===== config.mk =====
export PLATFORM = sky130hd
export DESIGN_NAME = dmx_mix_flat
export DESIGN_NICKNAME = d
export VERILOG_FILES = /design/src/rtl/dmx_pkg.sv /design/src/rtl/dmx_mix_if.sv /design/src/rtl/dmx_mix.sv /design/src/flat_wrapper.sv
export SDC_FILE = /design/constraint.sdc
export NUM_CORES = 1
export LEC_CHECK = 0
export BUFFER_PORTS_ARGS = -buffer_cell sky130_fd_sc_hd__buf_4
export CORE_ASPECT_RATIO = 0.75
export CORE_UTILIZATION = 56
export DETAILED_ROUTE_END_ITERATION = 8
export GPL_ROUTABILITY_DRIVEN = 0
export PLACE_DENSITY = 0.78
export SETUP_SLACK_MARGIN = 0.4
export SLEW_MARGIN = 30
export SYNTH_ARGS = -nofsm -noshare
export SYNTH_HDL_FRONTEND = slang
export SYNTH_SLANG_ARGS = --single-unit

===== constraint.sdc =====
create_clock -name vclk -period 6.55
set_input_delay 0.655 -clock vclk [all_inputs]
set_output_delay 0.655 -clock vclk [all_outputs]
set_load 0.05 [all_outputs]

===== src/rtl/dmx_pkg.sv =====
package dmx_pkg;

	// ********************
	// Widths
	// ********************
	localparam int SPEED_W = 16;
	localparam int POS_W   = 32;
	localparam int ADDR_W  = 8;
	localparam int DATA_W  = 32;

	// ********************
	// Register map
	// ********************
	localparam logic [ADDR_W-1:0] ADDR_CTRL   = 8'h00;
	localparam logic [ADDR_W-1:0] ADDR_STATUS = 8'h04;
	localparam logic [ADDR_W-1:0] ADDR_ISTAT  = 8'h08;
	localparam logic [ADDR_W-1:0] ADDR_IMASK  = 8'h0C;
	localparam logic [ADDR_W-1:0] ADDR_SPEED  = 8'h10;
	localparam logic [ADDR_W-1:0] ADDR_POS    = 8'h14;

	// Control fields
	localparam int CTRL_W        = 6;
	localparam int CTRL_MODE_LSB = 0;
	localparam int CTRL_MODE_W   = 2;
	localparam int CTRL_INH_EN   = 2;
	localparam int CTRL_RST_EN   = 3;
	localparam int CTRL_ABS      = 4;
	localparam int CTRL_LIN      = 5;
	localparam logic [CTRL_W-1:0] CTRL_RESET = 6'h02;

	// Status fields
	localparam int ST_SUPERV = 0;
	localparam int ST_VALID  = 1;
	localparam int ST_STILL  = 2;
	localparam int ST_W      = 3;

	// Interrupt fields
	localparam int IRQ_ERR = 0;
	localparam int IRQ_CLR = 1;
	localparam int IRQ_W   = 2;

	// ********************
	// Timing and thresholds
	// ********************
	localparam int unsigned STILL_MS  = 1000;
	localparam int unsigned CLK_HZ    = 40_000_000;
	localparam int unsigned STILL_CYC = STILL_MS * (CLK_HZ / 1000);

	localparam int ROT_STILL_RPM  = 40;
	localparam int DIGITS_PER_RPM = 2;
	localparam int LIN_STILL_MMS  = 80;
	localparam int DIGITS_PER_MMS = 1;
	localparam logic [SPEED_W-1:0] ROT_STILL_DIG = SPEED_W'(ROT_STILL_RPM * DIGITS_PER_RPM);
	localparam logic [SPEED_W-1:0] LIN_STILL_DIG = SPEED_W'(LIN_STILL_MMS * DIGITS_PER_MMS);

	// ********************
	// Types
	// ********************
	typedef enum logic [1:0] {DMX_MODE_IN1, DMX_MODE_HIGH, DMX_MODE_MEAN} dmx_mode_t;
	typedef enum logic {DMX_OK, DMX_ERR} dmx_state_t;

endpackage


===== src/rtl/dmx_mix_if.sv =====
`timescale 1ns/10ps
interface dmx_mix_if #(
	parameter int SW = 16,
	parameter int PW = 32
);
	logic [1:0]           mode;
	logic signed [SW-1:0] speed1;
	logic signed [SW-1:0] speed2;
	logic signed [SW-1:0] speed_out;
	logic signed [PW-1:0] delta1;
	logic signed [PW-1:0] delta2;
	logic signed [PW-1:0] delta_out;

	modport src (output mode, speed1, speed2, delta1, delta2, input speed_out, delta_out);
	modport mix (input mode, speed1, speed2, delta1, delta2, output speed_out, delta_out);
endinterface


===== src/rtl/dmx_mix.sv =====
`timescale 1ns/10ps
module dmx_mix #(
	parameter int SW = 16,
	parameter int PW = 32
) (
	dmx_mix_if.mix mx
);
	logic signed [SW:0] s_sum;
	logic signed [SW:0] s_tmp;
	logic signed [PW:0] d_sum;
	logic signed [PW:0] d_tmp;
	logic [SW:0]        mag1;
	logic [SW:0]        mag2;
	logic [PW:0]        dmag1;
	logic [PW:0]        dmag2;

	// ********************
	// Averages and selection
	// ********************
	always_comb begin
		s_sum = {mx.speed1[SW-1], mx.speed1} + {mx.speed2[SW-1], mx.speed2};
		s_tmp = s_sum + {{SW{1'b0}}, s_sum[SW]};
		d_sum = {mx.delta1[PW-1], mx.delta1} + {mx.delta2[PW-1], mx.delta2};
		d_tmp = d_sum + {{PW{1'b0}}, d_sum[PW]};
		mag1  = mx.speed1[SW-1] ? -{1'b1, mx.speed1} : {1'b0, mx.speed1};
		mag2  = mx.speed2[SW-1] ? -{1'b1, mx.speed2} : {1'b0, mx.speed2};
		dmag1 = mx.delta1[PW-1] ? -{1'b1, mx.delta1} : {1'b0, mx.delta1};
		dmag2 = mx.delta2[PW-1] ? -{1'b1, mx.delta2} : {1'b0, mx.delta2};
		unique case (mx.mode)
			dmx_pkg::DMX_MODE_IN1: begin
				mx.speed_out = mx.speed1;
				mx.delta_out = mx.delta1;
			end
			dmx_pkg::DMX_MODE_HIGH: begin
				mx.speed_out = (mag1 >= mag2) ? mx.speed1 : mx.speed2;
				mx.delta_out = (dmag1 >= dmag2) ? mx.delta1 : mx.delta2;
			end
			default: begin
				mx.speed_out = s_tmp[SW:1];
				mx.delta_out = d_tmp[PW:1];
			end
		endcase
	end
endmodule // dmx_mix


===== src/flat_wrapper.sv =====
// flat-port wrapper written by rule: the top's interface ports become plain ports
module dmx_mix_flat 
#(
	parameter int SW = 16,
	parameter int PW = 32
)
  (mx_mode, mx_speed1, mx_speed2, mx_delta1, mx_delta2, mx_speed_out, mx_delta_out);
  dmx_mix_if #(.SW(SW), .PW(PW)) mx_i ();
  input wire logic [$bits(mx_i.mode)-1:0] mx_mode;
  input wire logic [$bits(mx_i.speed1)-1:0] mx_speed1;
  input wire logic [$bits(mx_i.speed2)-1:0] mx_speed2;
  input wire logic [$bits(mx_i.delta1)-1:0] mx_delta1;
  input wire logic [$bits(mx_i.delta2)-1:0] mx_delta2;
  output wire logic [$bits(mx_i.speed_out)-1:0] mx_speed_out;
  output wire logic [$bits(mx_i.delta_out)-1:0] mx_delta_out;
  assign mx_i.mode = mx_mode;
  assign mx_i.speed1 = mx_speed1;
  assign mx_i.speed2 = mx_speed2;
  assign mx_i.delta1 = mx_delta1;
  assign mx_i.delta2 = mx_delta2;
  assign mx_speed_out = mx_i.speed_out;
  assign mx_delta_out = mx_i.delta_out;
  dmx_mix #(.SW(SW), .PW(PW)) u_core (.mx(mx_i));
endmodule

==> results.yml, run 1 <==
sta:
  worst_pin_slew_ns: 0.977
  fmax_mhz: 162
  setup_slack_ns: 0.361
  hold_viol: 0
  timing.final.crit_share_pct: 94.5
  slew_violations: 0
  layout_min_cycle_time_ns: 6.19
  final.setup.tns_ns: 0
  setup_viol: 0
  rsz0062_at_grt: "yes"
  slew_headroom_pct: 34.9
route:
  drt_iter0_markers: 1020
  vias: 9082
  drt-pass1-iter-count: 8
  avgViaCountPerCell: 6.47
  finalWirelength_mm: 26.2
  routedWlPerCell_um: 18.7
  drc: 0
  detail-route-antenna-nets: 0
logic_synthesis:
  synth.distinct_cells: 81
  yosysSeqAreaShare_pct: 0
  yosysWarnings: 0
  synth.largest_area_cell: "ha_1"
  synth_area_leaders: "ha_1, xnor2_1, xor2_1"
  synth_area_um2: 7740
  postSynthCellCount: 1099
  synth_top_area_share_pct: 16.8
  syn_avg_cell_area_um2: 7.04
worst_setup_path:
  crit_chain: "buf_8 -> or3_4 -> or3_4 -> or3_4 -> or3_4 -> or3_4 -> o21a_4 -> o31ai_4 -> xor2_1 -> ha_1 -> nand4_1 -> nor2_2 -> buf_4 -> nand4_1 -> and3_4 -> o31ai_4 -> buf_6 -> buf_16 -> mux2_2 -> nor2_1 -> a21oi_1 -> buf_4"
  worstSetupEndpointType: "output port"
  cp.required_ns: 5.89
  crit_buf_inv: 5
  crit_arrival_ns: 5.53
  crit_path_max_fanout: 5
  worst_path_most_repeated_cell: "or3_4"
  startpoint_type: "input port"
  cp_top_family: "simple AND/OR/NAND/NOR gates"
  critPathSlowestCell: "or3_4"
  crit_type: "in2out"
  cpPeakStageDelay_ns: 0.39
  crit_path_start: "mx_delta2[12]"
grt:
  met3_usage_pct: 6.71
  grt_use_met1_pct: 55.0
  grt_max_degree: 85
  grt_pass1_vias: 8123
  use_met2_pct: 49.7
  grtUsageTotal_pct: 35.0
  grt_pass1_wl_mm: 40.9
  grt_antenna_before_repair: 0
  grt_overflow_total: 0
  top_usage_layer: "met1"
die:
  coreArea_um2: 13200
  fp.dieArea_um2: 14300
  die_h_um: 104
  io_pins: 146
  start_util_pct: 58.4
  num_rows: 36
  fp.dieW_um: 138
finish:
  final_cell_mix: "buf_4, nand2_1, ha_1"
  area_delta_synth_final_pct: 23.4
  fill_cells: 1136
  clock_buffer_count: 0
  diodes: 0
  mostFrequentLayoutCell: "buf_4"
  drive_gt1_share_pct: 21.3
  nets: 1439
  fin_area_um2: 9550
  seq_cell_count: 0
  stdcell_count: 1404
  seq_area_um2: 0
placed_design:
  io_buffer_count: 146
  place_area_um2: 9070
  dp_hpwl_mm: 20.7
  dp.cells: 1386
  place_ws_ns: 0.0771
hold_path:
  hp-class: "in2out"
  hp-start: "mx_delta1[0]"
run_status:
  status: "finished, final reports clean"
power_and_ir_drop:
  ir_drop_mv: 0.110
  power.density_nw_per_um2: 128
  p_total_mw: 1.22
  p_leak_nw: 4.14
run:
  drv_cap: 0
clock_tree:
  cts_hold_buf: 0
power breakdown:
group          total, mW  switching (mW)  internal, mW
combinational       1.22           0.740         0.484
clock                  0               0             0
sequential             0               0             0
Yosys cell counts, types with 5 or more instances:
cell type / number
or2_2: 6
nor2_1: 74
a21o_1: 39
nor3_1: 33
ha_1: 104
or4_1: 14
nor4_1: 9
and2_1: 8
clkbuf_1: 27
a211oi_1: 10
inv_1: 22
or3_1: 13
o21a_1: 12
xor2_1: 67
nand2b_1: 17
o31a_1: 5
o31ai_1: 29
nor3b_1: 6
xnor2_1: 91
buf_2: 9
and3_1: 12
mux2_2: 20
nand2_1: 109
nand3_1: 29
nand4_1: 31
or3_4: 5
o41ai_1: 9
nor2b_1: 11
o21ai_0: 75
a31oi_1: 11
a21oi_1: 77
mux2i_1: 36
worst min-delay path, delay by kind of cell:
family,cells,cell delay (ns)
buffers and inverters,2,0.27
AOI/OAI and AO/OA,2,0.20
layout make-up:
type | count | area, um^2 | share of cell area (%)
multi-input cells | 1038 | 7760 | 81.3
well taps | 171 | 214 | 2.24
inverters | 23 | 86.3 | 0.904
repair buffers | 172 | 1490 | 15.6
cells by family after synthesis:
| logic type | share of synthesized area (%) |
|---|---|
| AO/OA/AOI/OAI | 26.6 |
| multiplexers | 7.57 |
| XOR/XNOR | 17.9 |
| other | 0.0970 |
| buffers and inverters | 3.27 |
| adder cells (fa/ha/maj) | 17.3 |
| AND/OR/NAND/NOR | 27.2 |
worst paths after layout:
| path | slack, ns | depth (start not counted) | end |
|---|---|---|---|
| setup / recovery | 0.36 | 22 | mx_delta_out[30] |
| hold / removal | 1.78 | 4 | mx_delta_out[0] |
per-layer routing:
layer,part of all wire (%),wire length [um],vias up
met3,13,3360,34
met1,47,12300,4143
met2,39,10300,513
met5,0,0,-
li1,-,-,4392
met4,1.1,301,0
stage by stage:
stage	hold WS, ns	utilization [%]
after floorplan	1.63	-
after global placement	1.78	68.5
after detailed placement	1.78	68.5
after CTS	1.78	70.1
after global routing	1.81	72.1
final	1.78	72.1
what timing repair did:
action | 4_1_cts | 5_1_grt
cloned | 1 | 2
endpoints found under the setup margin | 23 | 32
gates resized for setup | 33 | 37
buffers inserted | 7 | 7
pin swaps | 6 | 10
endpoints found under the hold margin | 0 | 0
No activity file was read; power rests on OpenSTA's default activity.
==> run 2, diff against run 1 <==
BUFFER_PORTS_ARGS = unset   (was -buffer_cell sky130_fd_sc_hd__buf_4)
CORE_UTILIZATION = 31   (was 56)
DONT_BUFFER_PORTS = 1   (was unset)
PLACE_DENSITY = 0.43   (was 0.78)
==> run 2 against run 1 <==
Against the previous run:
- maximum frequency increased by 2.5%
- wire length grew 11%
- die area increased by 79%
- non-clock buffer count is 100 lower
- setup slack better by 0.15 ns
- critical path type unchanged
- combinational power is 7% lower
- critical path depth fell by 3
==> results.yml, run 2 (synthesis results as in run 1) <==
sta:
  setup_viol: 0
  setup_slack_ns: 0.514
  fmax_mhz: 166
  timing.final.crit_share_pct: 92.2
  final.setup.tns_ns: 0
  slew_violations: 0
  rsz0062_at_grt: "yes"
  hold_viol: 0
  slew_headroom_pct: 43.3
  worst_pin_slew_ns: 0.846
  layout_min_cycle_time_ns: 6.04
  hold_slack_ns: 1.55
die:
  start_util_pct: 32.0
  io_pins: 146
  num_rows: 49
  coreArea_um2: 24200
  die_h_um: 139
  fp.dieArea_um2: 25600
  fp.dieW_um: 184
route:
  drc: 0
  finalWirelength_mm: 29.2
  drt-pass1-iter-count: 6
  vias: 8433
  routedWlPerCell_um: 19.9
  avgViaCountPerCell: 5.76
  drt_iter0_markers: 622
  detail-route-antenna-nets: 0
grt:
  grt_overflow_total: 0
  grt_pass1_vias: 7986
  grt_antenna_before_repair: 2
  grt_max_degree: 85
  grtUsageTotal_pct: 22.2
  grt_pass1_wl_mm: 45.8
finish:
  nets: 1339
  fin_area_um2: 9040
  final_cell_mix: "nand2_1, ha_1, xnor2_1"
  mostFrequentLayoutCell: "nand2_1"
  multi_input_area_um2: 7750
  area_delta_synth_final_pct: 16.8
  drive_gt1_share_pct: 14.4
  clock_buffer_count: 0
  diodes: 0
  fill_cells: 2606
  seq_cell_count: 0
  seq_area_um2: 0
power_and_ir_drop:
  power.density_nw_per_um2: 126
  p_leak_nw: 3.70
  ir_drop_mv: 0.0681
run:
  drv_cap: 0
worst_setup_path:
  crit_type: "in2out"
  crit_path_max_fanout: 6
  worstSetupEndpointType: "output port"
  cp.required_ns: 5.89
  startpoint_type: "input port"
  crit_arrival_ns: 5.38
placed_design:
  place_ws_ns: 0.0910
  dp_hpwl_mm: 24.0
  io_buffer_count: 0
  place_area_um2: 8770
run_status:
  status: "finished, final reports clean"
clock_tree:
  cts_hold_buf: 0
hold_path:
  hp-class: "in2out"
-- run 2: path summary, 6_finish.rpt --
path,from,end,slack [ns],cells past startpoint
worst max-delay path,mx_delta2[12],mx_delta_out[30],0.51,19
worst min-delay path,mx_mode[1],mx_delta_out[0],1.55,2
-- run 2: report_power, final --
| group | switching, mW | internal (mW) |
|---|---|---|
| clock | 0 | 0 |
| sequential | 0 | 0 |
| combinational | 0.679 | 0.463 |
-- run 2: through the flow --
stage	total power, mW	util [%]	instances
after floorplan	0.802	-	1101
after global placement	1.10	36.2	1450
after detailed placement	1.09	36.2	1451
after CTS	1.10	36.4	1454
after global routing	1.24	37.3	1464
final	1.14	37.3	1464
-- run 2: per-layer routing --
metal / up-vias / global-route usage [%] / wire length [um]
met5: - / 0 / 0
met4: 0 / 0.833 / 63
met3: 6 / 1.86 / 1800
met2: 257 / 30.4 / 11000
met1: 3981 / 37.5 / 16300
li1: 4189 / - / -
-- run 2: area by class of cell --
type / instances / area share, %
Timing Repair Buffer: 72 / 8.69
Multi-Input combinational cell: 1038 / 85.8
Inverter: 23 / 0.955
Tap cell: 331 / 4.58
-- run 2: critical path: stages --
cell,delay [ns]
or3_4,0.39
or3_4,0.35
or3_4,0.35
or3_4,0.34
or3_4,0.33
o21a_1,0.26
a21oi_1,0.18
xor2_1,0.17
ha_1,0.32
a2111oi_4,0.39
a221oi_2,0.13
nor4bb_2,0.39
o31ai_4,0.15
buf_6,0.16
clkbuf_16,0.16
mux2_4,0.29
nor2_1,0.10
a21oi_1,0.05
buf_4,0.19
-- run 2: timing repair --
action | in CTS | in global routing
pin swaps | 2 | 8
gates resized for setup | 4 | 30
cloned | 0 | 1
buffers inserted | 3 | 9
endpoints found under the setup margin | 30 | 32
==> run 3, diff against run 2 <==
ABC_AREA = 1   (was unset)
CORE_MARGIN = 10   (was unset)
==> run 3 against run 2 <==
Against the previous run:
- die area up 48%
- largest power group unchanged
- first-iteration DRC count up 90%
- via count up 38%
- setup slack better by 0.36 ns
- global-route usage down 1.4 points
- synthesized cell count up 67%
- hold slack better by 0.029 ns
- wire length up 43%
- count of clock-buffer cells in the layout unchanged
==> results.yml, run 3 <==
grt:
  use_met2_pct: 29.3
  grt_pass1_vias: 10600
  grt_max_degree: 45
  top_usage_layer: "met1"
  grt_pass1_wl_mm: 63.1
  met3_usage_pct: 4.41
  grt_antenna_before_repair: 0
  grt_use_met1_pct: 31.7
  grtUsageTotal_pct: 20.8
  grt_overflow_total: 0
worst_setup_path:
  cp.required_ns: 5.89
  crit_path_max_fanout: 44
  worstSetupEndpointType: "output port"
  startpoint_type: "input port"
  endpoint: "mx_delta_out[12]"
  crit_path_start: "mx_delta2[1]"
  crit_arrival_ns: 5.02
  crit_type: "in2out"
run_status:
  status: "finished, final reports clean"
finish:
  drive_gt1_share_pct: 6.49
  mostFrequentLayoutCell: "nand2_1"
  final_core_util_pct: 33.9
  seq_area_um2: 0
  clock_buffer_count: 0
  area_delta_synth_final_pct: 7.93
  diodes: 0
  final_cell_mix: "nand2_1, inv_1, nor2_1"
  fin_area_um2: 10200
  fill_cells: 3564
  seq_cell_count: 0
  nets: 2055
route:
  avgViaCountPerCell: 5.19
  vias: 11700
  drt-pass1-iter-count: 6
  drc: 0
  drt_iter0_markers: 1181
  finalWirelength_mm: 41.6
  detail-route-antenna-nets: 0
  routedWlPerCell_um: 18.5
power_and_ir_drop:
  p_sw_mw: 0.823
  p_comb_share_pct: 100.0
  ir_drop_mv: 0.0807
  p_seq_share_pct: 0
  pwr-share-clk_pct: 0
  p_total_mw: 1.17
  p_sw_share_pct: 70.1
  p_int_mw: 0.351
  p_leak_nw: 5.62
  power.density_nw_per_um2: 115
hold_path:
  hp-start: "mx_mode[1]"
  hp-class: "in2out"
sta:
  worst_pin_slew_ns: 1.02
  layout_min_cycle_time_ns: 5.67
  fmax_mhz: 176
  slew_headroom_pct: 31.2
  hold_viol: 0
  timing.final.crit_share_pct: 86.6
  hold_slack_ns: 1.58
  rsz0062_at_grt: "no"
  slew_violations: 0
  final.setup.tns_ns: 0
  setup_viol: 0
logic_synthesis:
  synth_area_um2: 9470
  synth_commonest_cells: "nand2_1, inv_1, nor2_1"
  synth_xor_area_share_pct: 8.86
  yosysWarnings: 0
  synth.largest_area_cell: "nand2_1"
  yosysSeqAreaShare_pct: 0
  synth_top_family_by_area: "simple AND/OR/NAND/NOR gates"
  synth_most_common_cell: "nand2_1"
  synth_compound_area_share_pct: 15.8
  synthSimpleGateAreaFrac_pct: 46.8
  synth.distinct_cells: 44
  synth_mux_area_share_pct: 0
  post_synth_fa_ha_maj_area_fraction_pct: 14.2
  synth_top_area_share_pct: 22.3
  syn_avg_cell_area_um2: 5.16
  synth_area_leaders: "nand2_1, ha_1, inv_1"
  postSynthCellCount: 1837
placed_design:
  place_area_um2: 10200
  io_buffer_count: 0
  dp_hpwl_mm: 36.2
run:
  drv_cap: 0
die:
  fp.dieArea_um2: 38000
  start_util_pct: 31.4
  io_pins: 146
  fp.dieW_um: 222
  num_rows: 55
  coreArea_um2: 30100
  die_h_um: 171
-- run 3: timing repair --
action / in CTS / in global routing
hold buffers: 0 / 0
buffers inserted: 0 / 4
resized for setup: 0 / 9
setup endpoints to repair: 0 / 22
-- run 3: per-layer routing --
metal	vias to the layer above	share of wire, %
met5	-	0
met4	0	1.1
met3	22	10
met2	482	37
met1	5218	51
li1	5941	-
-- run 3: per-stage QoR --
step                      setup WS (ns)  instances
after floorplan                    1.20       1839
after CTS                         0.977       2243
after global placement             1.01       2237
after global routing              0.392       2248
final                             0.877       2248
after detailed placement           1.00       2243
-- run 3: cell families (layout without fill, tap and decap cells) --
family	Yosys count	in the layout
AO/OA/AOI/OAI	263	263
XOR/XNOR	95	95
adder cells (fa/ha/maj)	106	106
buffers and inverters	360	370
other	2	4
AND/OR/NAND/NOR	1011	1011
-- run 3: worst max-delay path: stages --
cell,delay (ns)
inv_1,0.10
ha_1,0.19
nand4_1,0.17
nor3_4,0.23
nand2_1,0.13
nor2_1,0.11
nand3_1,0.10
nor2_1,0.17
nand2_1,0.10
nor3_1,0.21
nand2_1,0.08
nand2_1,0.22
o21ai_0,0.13
nand2_1,0.08
nand2_1,0.05
ha_1,0.31
a21oi_1,0.15
o21ai_0,0.09
nand2_1,0.07
o211ai_1,0.08
a21oi_1,0.12
nand4_1,0.27
buf_12,0.28
or2_2,0.28
a22oi_1,0.17
nand2_1,0.41
-- run 3: area by class of cell --
class / count / area (um^2) / share of cell area [%]
Multi-Input combinational cell: 1479 / 8170 / 79.9
Inverter: 330 / 1240 / 12.2
Tap cell: 399 / 499 / 4.88
Timing Repair Buffer: 39 / 305 / 2.99
Timing Repair inverter: 1 / 7.51 / 0.0734
-- run 3: worst min-delay path by stage --
stage	end	slack (ns)	cells after the start
4_1_cts	mx_delta_out[24]	1.61	3
6_report	mx_speed_out[10]	1.58	2
3_5_place_dp	mx_delta_out[24]	1.61	3
5_1_grt	mx_speed_out[10]	1.60	2
2_1_floorplan	mx_delta_out[12]	1.71	2
3_3_place_gp	mx_delta_out[24]	1.62	3
-- run 3: power groups by stage --
stage                     Sequential, mW  Clock (mW)  Combinational, mW
after floorplan                        0           0              0.867
after global placement                 0           0               1.13
after detailed placement               0           0               1.14
after CTS                              0           0               1.15
after global routing                   0           0               1.31
final                                  0           0               1.17
